$ cat config.mk
export PLATFORM = sky130hd
export DESIGN_NAME = up_down_binary_counter_8bit
export DESIGN_NICKNAME = d
export VERILOG_FILES = /design/src/hw/counter_pkg.sv /design/src/hw/counter_core_if.sv /design/src/hw/counter_core.sv /design/src/hw/up_down_binary_counter_8bit.sv
export SDC_FILE = /design/constraint.sdc
export NUM_CORES = 1
export LEC_CHECK = 0
export BUFFER_PORTS_ARGS = -buffer_cell sky130_fd_sc_hd__buf_4
export CORE_ASPECT_RATIO = 0.9
export CORE_MARGIN = 5
export CORE_UTILIZATION = 52
export DETAILED_ROUTE_END_ITERATION = 16
export PLACE_DENSITY = 0.86
export SYNTH_ARGS = -nofsm -noshare
export SYNTH_HDL_FRONTEND = slang
export SYNTH_HIERARCHICAL = 1
export SYNTH_SLANG_ARGS = --single-unit
$ cat constraint.sdc
create_clock -name aclk -period 1.35 [get_ports aclk]
set_input_delay 0.135 -clock aclk [delete_from_list [all_inputs] [get_ports aclk]]
set_output_delay 0.135 -clock aclk [all_outputs]
set_load 0.05 [all_outputs]
$ cat src/hw/counter_pkg.sv
// constants shared by the up/down counter block and its register slave
package counter_pkg;
   localparam int CNT_W = 8;
   localparam int AXI_AW = 8;
   localparam int AXI_DW = 32;

   // register byte offsets
   localparam logic [7:0] CTRL_OFS = 8'h00;
   localparam logic [7:0] STATUS_OFS = 8'h04;
   localparam logic [7:0] MASK_OFS = 8'h08;
   localparam logic [7:0] COUNT_OFS = 8'h0c;

   // control fields
   localparam int CTRL_RUN_BIT = 0;
   localparam logic [7:0] CTRL_RST = 8'h01;

   // status and mask fields
   localparam int ST_W = 3;
   localparam int ST_TERM_BIT = 0;
   localparam int ST_LOAD_BIT = 1;
   localparam int ST_CLEAR_BIT = 2;
   localparam logic [2:0] STATUS_RST = 3'h0;
   localparam logic [2:0] MASK_RST = 3'h0;

   // count register fields above the count byte
   localparam int COUNT_TERM_BIT = 8;
   localparam int COUNT_DIR_BIT = 9;

   // response codes
   localparam logic [1:0] RESP_OKAY = 2'h0;
   localparam logic [1:0] RESP_SLVERR = 2'h2;

   // pin input vector layout, after synchronising
   localparam int PIN_W = 17;
   localparam int PIN_IO_LSB = 0;
   localparam int PIN_CLK = 8;
   localparam int PIN_DIR = 9;
   localparam int PIN_LOAD = 10;
   localparam int PIN_SCLR = 11;
   localparam int PIN_CEP = 12;
   localparam int PIN_CET = 13;
   localparam int PIN_CS = 14;
   localparam int PIN_OE = 15;
   localparam int PIN_ACLR = 16;
   // controls idle high, clock and data idle low
   localparam logic [16:0] PIN_RST = 17'h1fe00;
endpackage

$ cat src/hw/counter_core_if.sv
// signals between the pin front end and the counting core
`timescale 1ns/100ps
interface counter_core_if #(parameter int W = 8);
   logic step;
   logic up;
   logic load_n;
   logic sclr_n;
   logic cep_n;
   logic cet_n;
   logic cs_n;
   logic [W-1:0] din;
   logic [W-1:0] count;
   logic terminal_n;

   modport core (
      input step,
      input up,
      input load_n,
      input sclr_n,
      input cep_n,
      input cet_n,
      input cs_n,
      input din,
      output count,
      output terminal_n
   );

   modport ctrl (
      output step,
      output up,
      output load_n,
      output sclr_n,
      output cep_n,
      output cet_n,
      output cs_n,
      output din,
      input count,
      input terminal_n
   );
endinterface

$ cat src/hw/counter_core.sv
// eight-stage up/down count register with look-ahead terminal count
`timescale 1ns/100ps
module counter_core
   import counter_pkg::*;
#(
   parameter int W = CNT_W
) (
   input wire logic aclk,
   input wire logic aresetn,
   input wire logic async_clear_n,
   counter_core_if.core c
);
   logic [W-1:0] count_q;
   logic [W-1:0] count_d;
   wire at_end;
   wire do_count;

   // end state depends on direction
   assign at_end = c.up ? (&count_q) : (~|count_q);
   // look-ahead: decoded from state and chain enable, no ripple
   assign c.terminal_n = ~(~c.cet_n & at_end);
   assign do_count = ~c.cep_n & ~c.cet_n;
   assign c.count = count_q;

   always_comb begin
      count_d = count_q;
      if (c.step) begin
         if (!c.sclr_n) begin
            count_d = '0;
         end else if (!c.load_n && !c.cs_n) begin
            count_d = c.din;
         end else if (do_count) begin
            count_d = c.up ? count_q + 1'b1 : count_q - 1'b1;
         end
      end
   end

   // master clear overrides the clock entirely
   always_ff @(posedge aclk or negedge async_clear_n) begin
      if (!async_clear_n) begin
         count_q <= '0;
      end else if (!aresetn) begin
         count_q <= '0;
      end else begin
         count_q <= count_d;
      end
   end
endmodule

$ cat src/hw/up_down_binary_counter_8bit.sv
// up/down counter with shared three-state port and register slave
//
// Behaviour
// - holds an eight-bit binary count that counts both up and down
// - every state change happens on a rising count clock edge, except master clear
// - direction input chooses increment or decrement on an enabled edge
// - parallel load presets the count from the i/o pins
// - master clear forces the count to zero at once, without a clock
// - synchronous clear zeroes the count at the next rising clock edge
// - parallel count enable, active low, must be asserted for counting
// - chain count enable gates counting and the terminal count output
// - active-low terminal count flags the end state in the current direction
// - terminal count is look-ahead decoded so counters cascade synchronously
// - the same eight pins carry load data in and count out
// - chip select qualifies loads and gates driving of the pins
// - output enable released puts the pins in high impedance
//
// The AXI4-Lite register port and the placing of the registers are this design's own decisions.
`timescale 1ns/100ps
module up_down_binary_counter_8bit
   import counter_pkg::*;
#(
   parameter int W = CNT_W
) (
   input wire logic aclk,
   input wire logic aresetn,
   input wire logic [AXI_AW-1:0] s_axi_awaddr,
   input wire logic s_axi_awvalid,
   output logic s_axi_awready,
   input wire logic [AXI_DW-1:0] s_axi_wdata,
   input wire logic [3:0] s_axi_wstrb,
   input wire logic s_axi_wvalid,
   output logic s_axi_wready,
   output logic [1:0] s_axi_bresp,
   output logic s_axi_bvalid,
   input wire logic s_axi_bready,
   input wire logic [AXI_AW-1:0] s_axi_araddr,
   input wire logic s_axi_arvalid,
   output logic s_axi_arready,
   output logic [AXI_DW-1:0] s_axi_rdata,
   output logic [1:0] s_axi_rresp,
   output logic s_axi_rvalid,
   input wire logic s_axi_rready,
   input wire logic count_clock,
   input wire logic count_up,
   input wire logic parallel_load_n,
   input wire logic async_clear_n,
   input wire logic sync_clear_n,
   input wire logic count_enable_par_n,
   input wire logic count_enable_chain_n,
   input wire logic chip_select_n,
   input wire logic output_enable_n,
   input wire logic [W-1:0] io_in,
   output logic [W-1:0] io_out,
   output logic [W-1:0] io_oe,
   output logic terminal_count_n,
   output logic irq
);
   // pin synchroniser: stage one feeds stage two only
   logic [PIN_W-1:0] pin_raw;
   logic [PIN_W-1:0] s1_q;
   logic [PIN_W-1:0] s2_q;
   logic [PIN_W-1:0] s3_q;
   logic [PIN_W-1:0] filt_q;
   logic [PIN_W-1:0] filt_d;
   logic clk_prev_q;
   logic aclr_prev_q;
   logic term_prev_q;

   // registers
   logic [7:0] ctrl_q;
   logic [ST_W-1:0] status_q;
   logic [ST_W-1:0] status_d;
   logic [ST_W-1:0] mask_q;
   logic [ST_W-1:0] events;

   // bus slave state
   logic [AXI_AW-1:0] awaddr_q;
   logic aw_held_q;
   logic [AXI_DW-1:0] wdata_q;
   logic [3:0] wstrb_q;
   logic w_held_q;
   logic bvalid_q;
   logic [1:0] bresp_q;
   logic rvalid_q;
   logic [1:0] rresp_q;
   logic [AXI_DW-1:0] rdata_q;

   counter_core_if #(.W(W)) cif ();

   function automatic logic addr_known(input logic [AXI_AW-1:0] a);
      return (a == CTRL_OFS) || (a == STATUS_OFS) || (a == MASK_OFS) || (a == COUNT_OFS);
   endfunction

   assign pin_raw = {async_clear_n, output_enable_n, chip_select_n, count_enable_chain_n,
                     count_enable_par_n, sync_clear_n, parallel_load_n, count_up,
                     count_clock, io_in};

   // a bit moves only once stages two and three agree, which rejects one-cycle runts
   assign filt_d = (~(s2_q ^ s3_q) & s3_q) | ((s2_q ^ s3_q) & filt_q);

   always_ff @(posedge aclk) begin
      if (!aresetn) begin
         s1_q <= PIN_RST;
         s2_q <= PIN_RST;
         s3_q <= PIN_RST;
         filt_q <= PIN_RST;
      end else begin
         s1_q <= pin_raw;
         s2_q <= s1_q;
         s3_q <= s2_q;
         filt_q <= filt_d;
      end
   end

   always_ff @(posedge aclk) begin
      if (!aresetn) begin
         clk_prev_q <= 1'b0;
         aclr_prev_q <= 1'b1;
         term_prev_q <= 1'b1;
      end else begin
         clk_prev_q <= filt_q[PIN_CLK];
         aclr_prev_q <= filt_q[PIN_ACLR];
         term_prev_q <= cif.terminal_n;
      end
   end

   // rising edge of the pin clock, gated by the run bit
   wire clk_rise = filt_q[PIN_CLK] & ~clk_prev_q;
   wire step = clk_rise & ctrl_q[CTRL_RUN_BIT];

   assign cif.step = step;
   assign cif.up = filt_q[PIN_DIR];
   assign cif.load_n = filt_q[PIN_LOAD];
   assign cif.sclr_n = filt_q[PIN_SCLR];
   assign cif.cep_n = filt_q[PIN_CEP];
   assign cif.cet_n = filt_q[PIN_CET];
   assign cif.cs_n = filt_q[PIN_CS];
   assign cif.din = filt_q[PIN_IO_LSB +: W];

   // master clear bypasses the synchroniser so it acts without a clock;
   // its release is retimed so no count flop leaves reset close to an edge
   logic aclr_meta_n_q;
   logic core_clear_n_q;
   always_ff @(posedge aclk or negedge async_clear_n) begin
      if (!async_clear_n) begin
         aclr_meta_n_q <= 1'b0;
         core_clear_n_q <= 1'b0;
      end else begin
         aclr_meta_n_q <= 1'b1;
         core_clear_n_q <= aclr_meta_n_q;
      end
   end

   counter_core #(.W(W)) u_core (
      .aclk(aclk),
      .aresetn(aresetn),
      .async_clear_n(core_clear_n_q),
      .c(cif.core)
   );

   // pin drive: shares pins with load data, so load releases them
   wire drive_pins = ~filt_q[PIN_CS] & ~filt_q[PIN_OE] & filt_q[PIN_LOAD];
   assign io_out = cif.count;
   assign io_oe = {W{drive_pins}};
   // decoded output: may glitch, not for clocking outside logic
   assign terminal_count_n = cif.terminal_n;

   // events: terminal reached, load taken, any clear
   wire load_evt = step & filt_q[PIN_SCLR] & ~filt_q[PIN_LOAD] & ~filt_q[PIN_CS];
   wire sclr_evt = step & ~filt_q[PIN_SCLR];
   wire aclr_evt = ~filt_q[PIN_ACLR] & aclr_prev_q;
   wire term_evt = ~cif.terminal_n & term_prev_q;

   always_comb begin
      events = '0;
      events[ST_TERM_BIT] = term_evt;
      events[ST_LOAD_BIT] = load_evt;
      events[ST_CLEAR_BIT] = sclr_evt | aclr_evt;
   end

   // bus slave: one write and one read in flight
   wire aw_take = s_axi_awvalid & s_axi_awready;
   wire w_take = s_axi_wvalid & s_axi_wready;
   wire ar_take = s_axi_arvalid & s_axi_arready;
   wire do_write = aw_held_q & w_held_q & ~bvalid_q;
   wire wr_ok = addr_known(awaddr_q);
   wire rd_ok = addr_known(s_axi_araddr);
   wire status_rd = ar_take & (s_axi_araddr == STATUS_OFS);

   assign s_axi_awready = ~aw_held_q & ~bvalid_q;
   assign s_axi_wready = ~w_held_q & ~bvalid_q;
   assign s_axi_arready = ~rvalid_q;
   assign s_axi_bvalid = bvalid_q;
   assign s_axi_bresp = bresp_q;
   assign s_axi_rvalid = rvalid_q;
   assign s_axi_rresp = rresp_q;
   assign s_axi_rdata = rdata_q;

   logic [AXI_DW-1:0] rd_mux;
   always_comb begin
      rd_mux = '0;
      unique case (s_axi_araddr)
         CTRL_OFS: rd_mux[7:0] = ctrl_q;
         STATUS_OFS: rd_mux[ST_W-1:0] = status_q;
         MASK_OFS: rd_mux[ST_W-1:0] = mask_q;
         COUNT_OFS: begin
            rd_mux[W-1:0] = cif.count;
            rd_mux[COUNT_TERM_BIT] = cif.terminal_n;
            rd_mux[COUNT_DIR_BIT] = filt_q[PIN_DIR];
         end
         default: rd_mux = '0;
      endcase
   end

   // read clears, but an event in the same cycle survives
   assign status_d = (status_q & ~{ST_W{status_rd}}) | events;

   // address and data may come in either order; each waits here for the other
   always_ff @(posedge aclk) begin
      if (!aresetn) begin
         aw_held_q <= 1'b0;
         awaddr_q <= '0;
      end else if (aw_take) begin
         aw_held_q <= 1'b1;
         awaddr_q <= s_axi_awaddr;
      end else if (do_write) begin
         aw_held_q <= 1'b0;
      end
   end

   always_ff @(posedge aclk) begin
      if (!aresetn) begin
         w_held_q <= 1'b0;
         wdata_q <= '0;
         wstrb_q <= '0;
      end else if (w_take) begin
         w_held_q <= 1'b1;
         wdata_q <= s_axi_wdata;
         wstrb_q <= s_axi_wstrb;
      end else if (do_write) begin
         w_held_q <= 1'b0;
      end
   end

   // the answer is raised only once both halves are held
   always_ff @(posedge aclk) begin
      if (!aresetn) begin
         bvalid_q <= 1'b0;
         bresp_q <= RESP_OKAY;
      end else if (do_write) begin
         bvalid_q <= 1'b1;
         bresp_q <= wr_ok ? RESP_OKAY : RESP_SLVERR;
      end else if (bvalid_q && s_axi_bready) begin
         bvalid_q <= 1'b0;
      end
   end

   // all writable fields sit in byte lane 0, so only strobe 0 matters
   wire wr_lane0 = do_write & wstrb_q[0];
   // one strobe per writable register; status and count ignore writes
   wire wr_ctrl = wr_lane0 & (awaddr_q == CTRL_OFS);
   wire wr_mask = wr_lane0 & (awaddr_q == MASK_OFS);

   always_ff @(posedge aclk) begin
      if (!aresetn) begin
         ctrl_q <= CTRL_RST;
         mask_q <= MASK_RST;
      end else begin
         if (wr_ctrl) begin
            ctrl_q <= wdata_q[7:0];
         end
         if (wr_mask) begin
            mask_q <= wdata_q[ST_W-1:0];
         end
      end
   end

   always_ff @(posedge aclk) begin
      if (!aresetn) begin
         status_q <= STATUS_RST;
      end else begin
         status_q <= status_d;
      end
   end

   always_ff @(posedge aclk) begin
      if (!aresetn) begin
         rvalid_q <= 1'b0;
         rresp_q <= RESP_OKAY;
         rdata_q <= '0;
      end else begin
         if (ar_take) begin
            rvalid_q <= 1'b1;
            rresp_q <= rd_ok ? RESP_OKAY : RESP_SLVERR;
            rdata_q <= rd_mux;
         end else if (rvalid_q && s_axi_rready) begin
            rvalid_q <= 1'b0;
         end
      end
   end

   // level output: stays high until a status read or a mask write drops it
   assign irq = |(status_q & mask_q);
endmodule

# Yosys cells after proc, flatten, opt, wreduce, memory -nomap -nowiden
# Index checks and enable logic that the tools add are counted.
dict set report word_totals {
  regBits 130
  in_bits 76
  out_inout_bits 59
  word_cells 120
}
dict set report classes {
  addsub 2
  eq_ne 8
  muxes 19
  n_bitwise 46
  n_reduce_logical 22
}
# cell count
set ops {}
lappend ops {{8-bit two-way mux} 6}
lappend ops {{17-bit AND} 2}
lappend ops {{8-bit by 4-bit equality test with 1-bit output, second input constant} 4}
lappend ops {{1-bit AND} 23}
lappend ops {{17-bit inverter} 1}
lappend ops {{17-bit bitwise OR} 1}
lappend ops {{17-bit bitwise XOR} 1}
lappend ops {{8-bit by 3-bit equality test with 1-bit output, second input constant} 2}
lappend ops {{8-bit zero test} 2}
lappend ops {{1-bit inverter} 13}
lappend ops {{3-bit case mux with 4 select lines} 1}
lappend ops {{5-bit case mux with 2 select lines} 1}
lappend ops {{8-bit by 1-bit adder with 8-bit output, second input constant} 1}
lappend ops {{1-bit two-way mux} 8}
lappend ops {{8-bit AND reduction} 1}
lappend ops {{2-bit nonzero test} 4}
lappend ops {{8-bit OR reduction} 1}
lappend ops {{8-bit by 1-bit subtractor with 8-bit output, second input constant} 1}
lappend ops {{3-bit AND} 2}
lappend ops {{1-bit logical OR} 6}
lappend ops {{2-bit two-way mux} 3}
lappend ops {{4-bit by 2-bit != test with 1-bit output, second input constant} 1}
lappend ops {{1-bit logical AND} 3}
lappend ops {{1-bit zero test} 3}
lappend ops {{6 further kinds} 6}

# Depth between registers and ports, before layout
# Gate-level depths: netlist (run 1).
dict set report logic_depth {
  ltp_word 7
  ltp_mapped 7
  ltp_nobuf 7
}

# Modules after synthesis
# The synthesis (run 1) kept the hierarchy.
# module n_inst cells_per_inst area_each_um2
set modules_own_cells {}
lappend modules_own_cells {up_down_binary_counter_8bit 1 410 4242.8}
lappend modules_own_cells {counter_core 1 92 782.0}

# Worst setup path before layout (run 1)
# Ideal clock, no wire load.
dict set report synth_timing {
  path_type {register -> register}
  startpoint {register u_core.count_q[3] (netlist: u_core/c.count[3])}
  endpoint {register u_core.count_q[7] (netlist: u_core/c.count[7])}
  setup_ps 153
  t_arrival_ps 2071
  setup_slack_ps -874
  path_stages_with_launch 7
  path_buffers 0
  period_less_slack_ps 2224
  path_cell_list {dfrtp_1 > ha_1 > a21o_1 > a221oi_2 > a2111oi_0 > a221oi_2 > o311ai_2}
}
dict set report synth_between {
  elab_chain_cells 7
  word_cells_on_any_way 8
}
# element line_no
set synth_lines {}
lappend synth_lines {{from (decl)} counter_core.sv:13} ;# logic [W-1:0] count_q;
lappend synth_lines {{from (signal assigned)} counter_core.sv:45} ;# count_q <= count_d;
lappend synth_lines {{8-bit by 1-bit subtractor with 8-bit output or 8-bit by 1-bit adder with 8-bit output (tied branches)} counter_core.sv:33} ;# count_d = c.up ? count_q + 1'b1 : count_q - 1'b1;
lappend synth_lines {{8-bit two-way mux *} counter_core.sv:33}
lappend synth_lines {{8-bit two-way mux *} counter_core.sv:32} ;# end else if (do_count) begin
lappend synth_lines {{8-bit two-way mux *} counter_core.sv:30} ;# end else if (!c.load_n && !c.cs_n) begin
lappend synth_lines {{8-bit two-way mux *} counter_core.sv:28} ;# if (!c.sclr_n) begin
lappend synth_lines {{8-bit two-way mux *} counter_core.sv:27} ;# if (c.step) begin
lappend synth_lines {{8-bit two-way mux *} counter_core.sv:42} ;# end else if (!aresetn) begin
# Mark *: on every way between the ends. The rest lies on a longest branch, timed or not. The select of a mux whose other input is x is not followed.
# A chain may end at the register's enable or synchronous reset.

# Worst setup path in the final report (run 1)
# Ends and elaborated chain as after synthesis.

==> results of run 1 <==
cells in the mapped netlist, drive strengths merged, types with 2 or more instances:
cell type,instances
dfxtp,118
nor2,40
o22ai,3
nor3,7
a22o,8
xnor2,3
nand2,43
and4,2
inv,8
o2bb2ai,2
conb,2
or2,2
a21oi,26
and2,30
and3,7
nor4,4
mux4,3
or4,2
nand2b,31
nor3b,4
a221oi,3
nand3b,3
clkbuf,15
xor2,2
mux2i,29
dfrtp,10
buf,35
a221o,5
ha,6
nand4,3
a21o,4
o21ai,23
nand3,3
worst max path at each step:
| stage | startpoint | to | slack [ns] | cells after the start |
|---|---|---|---|---|
| 4_1_cts | u_core/c.count[4]$_DFFE_PN0P_ | terminal_count_n | -0.64 | 5 |
| 2_1_floorplan | u_core/c.count[3]$_DFFE_PN0P_ | u_core/c.count[7]$_DFFE_PN0P_ | -0.54 | 6 |
| 3_3_place_gp | flip-flop | u_core/c.count[7]$_DFFE_PN0P_ | -0.48 | 7 |
| 3_5_place_dp | flip-flop | u_core/c.count[7]$_DFFE_PN0P_ | -0.54 | 8 |
| 6_report | u_core/c.count[3]$_DFFE_PN0P_ | u_core/c.count[7]$_DFFE_PN0P_ | -0.71 | 7 |
| 5_1_grt | flip-flop | u_core/c.count[7]$_DFFE_PN0P_ | -0.75 | 8 |
report_power, final:
part	leakage, nW	internal, mW	switching (mW)
Sequential	1.09	3.90	0.0723
Clock	0.271	2.66	1.78
Combinational	2.02	0.418	0.544
kinds of logic after synthesis:
group | Yosys count
buffers and inverters | 59
muxes | 32
adders and majority gates | 7
and+or+nand+nor | 187
AOI/OAI and AO/OA | 82
xor gates and xnor gates | 5
other | 2
DFF | 128
per-layer routing:
| layer | up-vias | global-route usage [%] | part of all wire, % |
|---|---|---|---|
| li1 | 2093 | - | - |
| met1 | 2355 | 31.58 | 35 |
| met2 | 382 | 50.29 | 49 |
| met3 | 118 | 5.876 | 9.1 |
| met4 | 0 | 13.22 | 6.0 |
| met5 | - | 0 | 0 |
through the flow:
step	cells	total power, mW	hold WS (ns)
finish	851	9.370	0.06422
global route	851	9.616	0.04186
CTS	835	9.200	0.01849
detailed placement	744	4.757	-0.07462
global placement	744	4.730	-0.07549
floorplan	525	4.541	-0.1606
repair_timing:
item | CTS | global route
resized for setup | 89 | 53
hold buffers | 37 | 0
hold endpoints to repair | 38 | 0
gates cloned | 1 | 1
endpoints found under the setup margin | 55 | 63
buffers inserted | 21 | 19
pin swaps | 16 | 28
layout make-up:
type	count	area, µm²	area share, %
Clock inverter	10	100.1	1.257
Tap cell	126	157.7	1.979
Inverter	9	38.79	0.4870
Sequential cell	128	2639	33.13
Multi-Input combinational cell	338	2516	31.59
Timing Repair Buffer	218	2041	25.62
Clock buffer	22	473.0	5.938
critical path: cells and delay by family (launching register included):
| kind | cells | cell delay (ns) |
|---|---|---|
| AO/OA/AOI/OAI | 5 | 1.15 |
| adder cells (fa/ha/maj) | 1 | 0.22 |
| buffers and inverters | 1 | 0.13 |
| flip-flops | 1 | 0.42 |
cells in the final DEF, fill, tap and decap left out, types with 17 or more instances in the layout:
master and count:
buf_4 122, nor2_1 37, buf_6 35, and2_1 29, a21oi_1 23, o21ai_0 17
mux2i_1 25, buf_8 21, conb_1 25, dlygate4sd3_1 37, nand2_1 41, dfxtp_1 109
nand2b_1 29
==> results.cfg, run 1 <==
[synthesis]
synthArstFlopShare_pct = 7.813
ys_warn_count = 6
yosys.area_share.simple_pct = 20.07
synth_edf_count = 0
syn_area_um2 = 5025
synthMuxAreaShare_pct = 7.122
synth_top_area_share_pct = 47.01
syn_area_per_cell_um2 = 10.01
ys.flop_type = dfxtp_1
synth_top_family_by_area = simple AND/OR/NAND/NOR gates
postSynthCellCount = 502
synth_compound_area_share_pct = 11.08
synth-adder-area-share_pct = 1.892
synth_xor_area_share_pct = 0.8715
ys_seq_area_share_pct = 51.99
yosysTopAreaCell = dfxtp_1
ys_types = 57
synth_area_leaders = dfxtp_1 (47%), mux2i_1 (5.8%), dfrtp_1 (5.0%)
synth-seq-cells = 128

[clock_network]
clock_latency_ns = 0.53
clkTransAtPathRegs_ns = 0.06
cts-root-buf = clkbuf_8
cts_buffers = 17
cts_tree = yes
cts.sinks = 128
cts_buffer_depth = 2
htree_levels = 4

[grt]
grt_max_degree = 38
overflow = 0
grt_pass1_vias = 4780
track_usage_pct = 27.77
grt_pass1_wl_um = 24970
antenna_found_initial = 0

[route]
ant_nets = 0
wl_per_cell_um = 22.20
routed_wl_um = 18890
drt_iter0_drc = 490
drc = 0
first_pass_iters = 9
vias_per_cell = 5.814
dr_total_vias = 4948

[worst_setup_path]
start_kind = flip-flop
rr_endpoint = u_core/c.count[7]$_DFFE_PN0P_
cp_data_required_time_ns = 1.74
cp-end-kind = flip-flop
cp.arrival_ns = 2.45
cp_slowest_cell = dfrtp_2
path_cells = buf_6 > ha_4 > a21o_1 > a221oi_4 > a2111oi_4 > a221oi_2 > o311ai_2
r2r_start = u_core/c.count[3]$_DFFE_PN0P_
reg2reg_setup_slack_ns = -0.71
path_class = flip-flop to flip-flop
max_stage_delay_ns = 0.42
r2r_cells = 7
cp_max_fo = 3

[placed_design]
place_congestion = 0.8260
dp_hpwl_um = 8688
post-place-ws_ns = -0.5391
port_buffers = 83
placed_area_um2 = 6187

[timing]
tns_ns = -12.23
slew_violations = 0
fmax_mhz = 486.6
tightest_slew_ns = 0.6662
setup_viol = 51
finalCritPeriodShare_pct = 152.2
setup_slack_ns = -0.7053
rsz0062_at_grt = true
timing.slew.headroom_pct = 55.58
clock_skew_ns = 0.009749
finalCriticalPeriod_ns = 2.055
hold_viol = 0

[pwr]
powerDensity_nw_per_um2 = 1176
vdd_drop_max_mv = 0.9211
p_leak_nw = 3.382

[floorplanning]
start_util_pct = 52.50
dieArea_um2 = 11730
ioPinCount = 135
num_rows = 34
fp.coreArea_um2 = 9572
die_x_um = 113.6
fp.dieH_um = 103.3

[cells_and_area]
drive_gt1_share_pct = 40.00
synthToLayoutAreaGrowth_pct = 58.52
finalInstanceArea_um2 = 7965
utilization_pct = 83.22
fillCellCount = 439
nets = 795
antenna_cells = 0

[worst_hold_path]
hold_depth = 3
hold_start = aresetn
hold_path.class = input pin to flip-flop
holdPathEnd = ctrl_q[7]$_SDFFE_PN0P_

[status]
violations = setup timing
status = finished, violations left

[job]
drv_cap = 0
Power figures use the tool's default switching activity.
==> run 2: changes to the inputs <==
Settings changed: CORE_ASPECT_RATIO 0.9 to 1.2.
==> run 2 against run 1 <==
  * The flow finishes with violations (hold timing, setup timing)
  * Cell area is 2.9% lower
  * Clock skew is 0.0021 ns higher
  * Final cell count is 2.6% lower
  * Combinational power is 5.4% lower
  * Die area hardly changed
  * Count of clock-buffer cells in the layout is 4 lower
  * Largest cell class unchanged
==> results.cfg, run 2 (same netlist as run 1, synthesis figures left out) <==
[status]
status = finished, violations left
violations = hold timing, setup timing

[job]
drv_cap = 0

[worst_setup_path]
cp-end-kind = primary output
cp_data_required_time_ns = 1.22
path_class = flip-flop to primary output
start_kind = flip-flop
cp.arrival_ns = 1.86
cp_max_fo = 2

[route]
routed_wl_um = 16300
vias_per_cell = 5.575
drc = 0
drt_iter0_drc = 418
dr_total_vias = 4622
first_pass_iters = 5
wl_per_cell_um = 19.66
ant_nets = 0

[timing]
clock_skew_ns = 0.01187
worst_hold_slack_ns = -0.01679
finalCritPeriodShare_pct = 147.8
fmax_mhz = 501.2
setup_slack_ns = -0.6451
rsz0062_at_grt = true
slew_violations = 0
finalCriticalPeriod_ns = 1.995
timing.slew.headroom_pct = 61.22
tightest_slew_ns = 0.5817
hold_viol = 1
setup_viol = 39

[cells_and_area]
post_layout_nonfiller_instances = 829
finalInstanceArea_um2 = 7736
utilization_pct = 81.72
drive_gt1_share_pct = 36.97
antenna_cells = 0
nets = 776
layout_commonest_cell = buf_4
synthToLayoutAreaGrowth_pct = 53.96
layout_common_cells = buf_4 (114), dfxtp_1 (108), nand2_1 (42), nor2_1 (36), dlygate4sd3_1 (36)

[floorplanning]
ioPinCount = 135
dieArea_um2 = 11740
die_x_um = 99.74
start_util_pct = 53.08
num_rows = 39
fp.dieH_um = 117.7
fp.coreArea_um2 = 9467

[clock_network]
htree_levels = 4
cts_tree = yes
cts_buffers = 17
cts_buffer_depth = 2
clock_latency_ns = 0.43
cts.sinks = 128
cts-root-buf = clkbuf_16
clkTransAtPathRegs_ns = 0.06

[grt]
grt_pass1_vias = 4582
grt_pass1_wl_um = 23400
track_usage_pct = 25.58
antenna_found_initial = 0
grt_max_degree = 61
overflow = 0

[placed_design]
place_congestion = 0.8590
post-place-ws_ns = -0.6384
dp_hpwl_um = 8655
port_buffers = 83
dp_cells = 739
placed_area_um2 = 6193

[worst_hold_path]
hold_path.class = input pin to flip-flop

[pwr]
vdd_drop_max_mv = 1.174
powerDensity_nw_per_um2 = 1230
p_leak_nw = 3.270
==> run 2: changes by cell type in the layout (fill, tap and decap cells not counted), moves of 2 or more <==
cell / change
clkbuf_16: +2
buf_4: -8
inv_4: -2
buf_8: -7
clkbuf_8: -5
o22ai_1: +2
clkinv_4: +2
buf_6: -4
dfxtp_4: +2
o22ai_2: -2
==> run 2: worst max-delay path, stage by stage (launching register included) <==
cell and delay [ns]:
dfrtp_2 0.43, buf_4 0.16, buf_4 0.14, nand4_1 0.10, nor3_2 0.05, a31oi_1 0.22, or2_4 0.19, buf_8 0.14
==> run 2: worst paths after layout <==
check | to | slack (ns) | cells past startpoint | from
max | terminal_count_n | -0.65 | 7 | u_core/c.count[5]$_DFFE_PN0P_
max reg2reg | u_core/c.count[7]$_DFFE_PN0P_ | -0.59 | 6 | u_core/c.count[1]$_DFFE_PN0P_
min reg2reg | u_core/c.count[5]$_DFFE_PN0P_ | 0.16 | 0 | core_clear_n_q$_DFF_PN0_
min in group asynchronous | core_clear_n_q$_DFF_PN0_ | 0.06 | 2 | async_clear_n
min | awaddr_q[4]$_SDFFE_PN0P_ | -0.02 | 3 | s_axi_awaddr[4]
max in group asynchronous | u_core/c.count[3]$_DFFE_PN0P_ | 0.88 | 0 | core_clear_n_q$_DFF_PN0_
==> run 2: layout make-up <==
type	count	area, µm²
Sequential cell	128	2645
Inverter	9	41.29
Timing Repair Buffer	199	1841
Clock buffer	18	450.4
Tap cell	123	153.9
Multi-Input combinational cell	338	2452
Fill cell	482	1730
Clock inverter	14	152.6
==> run 2: timing repair <==
item | 4_1_cts | 5_1_grt
hold endpoints to repair | 40 | 0
gates cloned | 0 | 2
setup buffers | 14 | 8
endpoints found under the setup margin | 43 | 64
pin swaps | 17 | 16
gates resized for setup | 55 | 56
hold buffers | 36 | 0
==> run 2: through the flow <==
| stage | setup TNS, ns | hold slack [ns] | total power [mW] |
|---|---|---|---|
| 5_1_grt | -11.70 | 0.01965 | 9.772 |
| 3_3_place_gp | -5.788 | -0.07458 | 4.724 |
| 2_1_floorplan | -5.836 | -0.1606 | 4.541 |
| 6_report | -10.16 | -0.01679 | 9.519 |
| 4_1_cts | -8.652 | 0.005267 | 9.387 |
| 3_5_place_dp | -6.977 | -0.07370 | 4.751 |
==> run 2: power breakdown <==
group	internal [mW]	switching, mW
clock network	2.84	1.80
registers	3.89	0.0748
logic	0.397	0.514
==> run 2: metal layers <==
layer,vias to the layer above,global-route usage [%],share of wire [%]
met5,-,0,0
met4,0,13.07,4.4
met3,72,6.343,7.7
met1,2208,27.78,34
li1,2052,-,-
met2,290,45.16,54
==> run 3: changes to the inputs <==
Settings changed: MAX_ROUTING_LAYER set to met4.
==> run 3 against run 2 <==
  * Worst setup slack better by 0.0078 ns
  * Highest routed layer unchanged
  * Core utilization is 0.87 points lower
  * The flow finishes with violations (setup timing)
  * Routed wire length is 0.23% higher
  * Count of clock-buffer cells in the layout is 1 higher
  * Die area stayed put
  * Largest power group unchanged
  * Sequential share of layout area is 0.35 points higher
  * Global-route usage is 0.23 points lower
  * Flip-flop and latch count stayed put
==> results.cfg, run 3 (same netlist as run 1, synthesis figures left out) <==
[route]
drc = 0
drt_iter0_drc = 354
dr_total_vias = 4569
routed_wl_um = 16340
ant_nets = 0
wl_per_cell_um = 19.90
first_pass_iters = 5
vias_per_cell = 5.565

[grt]
grt_pass1_vias = 4620
grt_max_degree = 75
track_usage_pct = 25.35
overflow = 0
antenna_found_initial = 0
grt_pass1_wl_um = 22820

[timing]
finalCriticalPeriod_ns = 1.987
slew_violations = 0
rsz0062_at_grt = true
tns_ns = -9.632
finalCritPeriodShare_pct = 147.2
hold_viol = 0
setup_slack_ns = -0.6373
setup_viol = 38
timing.slew.headroom_pct = 59.62
clock_skew_ns = 0.008308
tightest_slew_ns = 0.6057
fmax_mhz = 503.2

[clock_network]
cts-root-buf = clkbuf_16
htree_levels = 4
clock_latency_ns = 0.42
cts_buffer_depth = 2
cts_tree = yes
clkTransAtPathRegs_ns = 0.05
cts_buffers = 17
cts.sinks = 128

[floorplanning]
dieArea_um2 = 11740
num_rows = 39
fp.coreArea_um2 = 9467
ioPinCount = 135
start_util_pct = 53.08
die_x_um = 99.74
fp.dieH_um = 117.7

[status]
status = finished, violations left
violations = setup timing

[worst_setup_path]
start_kind = flip-flop
reg2reg_setup_slack_ns = -0.59
rr_endpoint = u_core/c.count[7]$_DFFE_PN0P_
path_class = flip-flop to primary output
path_cells = nor4_4 > a31oi_1 > or2_4 > buf_6
cp_max_fo = 3
startpoint = u_core/c.count[6]$_DFFE_PN0P_
r2r_cells = 7
cp_slowest_cell = dfrtp_2
r2r_start = u_core/c.count[1]$_DFFE_PN0P_
cp-end-kind = primary output
cp.arrival_ns = 1.85
cp_data_required_time_ns = 1.22
max_stage_delay_ns = 0.45

[placed_design]
dp_hpwl_um = 8381
port_buffers = 83
place_congestion = 0.8844
post-place-ws_ns = -0.5779

[pwr]
powerDensity_nw_per_um2 = 1257
power_mw = 9.620
vdd_drop_max_mv = 1.572
p_leak_nw = 3.216

[cells_and_area]
antenna_cells = 0
layout_common_cells = buf_4 (112), dfxtp_1 (109), nand2_1 (43), nor2_1 (37), dlygate4sd3_1 (36)
fillCellCount = 488
nets = 768
layout_commonest_cell = buf_4
drive_gt1_share_pct = 36.10
synthToLayoutAreaGrowth_pct = 52.32

[worst_hold_path]
hold_depth = 2
hold_start = aresetn
hold_path.class = input pin to flip-flop

[job]
drv_cap = 0
run 3: changes by cell type in the layout (fill, tap and decap cells not counted), sizes merged:
| cell | change |
|---|---|
| buf | -8 |
| inv | -3 |
| clkinv | +2 |
| bufinv | +1 |
| clkbuf | +1 |
| clkinvlp | -1 |
run 3: what timing repair did:
item,in CTS,in global routing
endpoints found under the setup margin,40,62
pin swaps,19,11
endpoints found under the hold margin,39,0
cloned,0,2
buffers inserted,11,3
resized for setup,57,39
hold buffers,36,0
run 3: stage by stage:
stage | instances | hold slack, ns | instance area (µm²) | utilization, %
after floorplan | 525 | -0.1606 | 5251 | -
after global placement | 738 | -0.07471 | 6186 | 65.35
after detailed placement | 738 | -0.07465 | 6186 | 65.35
after CTS | 816 | 0.003739 | 7468 | 78.89
after global routing | 821 | 0.003692 | 7654 | 80.85
final | 821 | 0.01966 | 7654 | 80.85
run 3: worst max path at each step:
stage	endpoint	slack [ns]	cells past startpoint
2_1_floorplan	u_core/c.count[7]$_DFFE_PN0P_	-0.54	6
3_5_place_dp	u_core/c.count[7]$_DFFE_PN0P_	-0.58	7
4_1_cts	u_core/c.count[7]$_DFFE_PN0P_	-0.55	7
6_report	terminal_count_n	-0.64	4
5_1_grt	terminal_count_n	-0.66	4
3_3_place_gp	u_core/c.count[7]$_DFFE_PN0P_	-0.49	7
run 3: area by class of cell:
| class | instances | area (µm²) | area share, % |
|---|---|---|---|
| sequential | 128 | 2644 | 34.54 |
| tap | 123 | 153.9 | 2.011 |
| timing repair buffer | 191 | 1747 | 22.82 |
| multi-input combinational | 338 | 2455 | 32.07 |
| clock inverter | 13 | 162.7 | 2.125 |
| inverter | 9 | 38.79 | 0.5068 |
| clock buffer | 19 | 452.9 | 5.918 |
run 3: per-layer routing:
layer  vias to the layer above  GRT usage, %  wire length (µm)
met1                      2190         26.55              5871
met4                         0         10.85               748
met5                         -             -                 0
met2                       259         43.70              8561
li1                       2037             -                 -
met3                        83         7.469              1157
run 3: worst max-delay path, delay by kind of cell, from the launching register on:
kind	cells	cell delay [ns]
buf+inv	1	0.16
flops	1	0.45
compound gates	1	0.14
simple gates	2	0.68
run 3: report_power, final:
group | total [mW] | switching [mW] | internal (mW)
clock network | 4.74 | 1.74 | 3.00
logic | 0.904 | 0.510 | 0.394
registers | 3.97 | 0.0784 | 3.90
total | 9.62 | 2.33 | 7.29
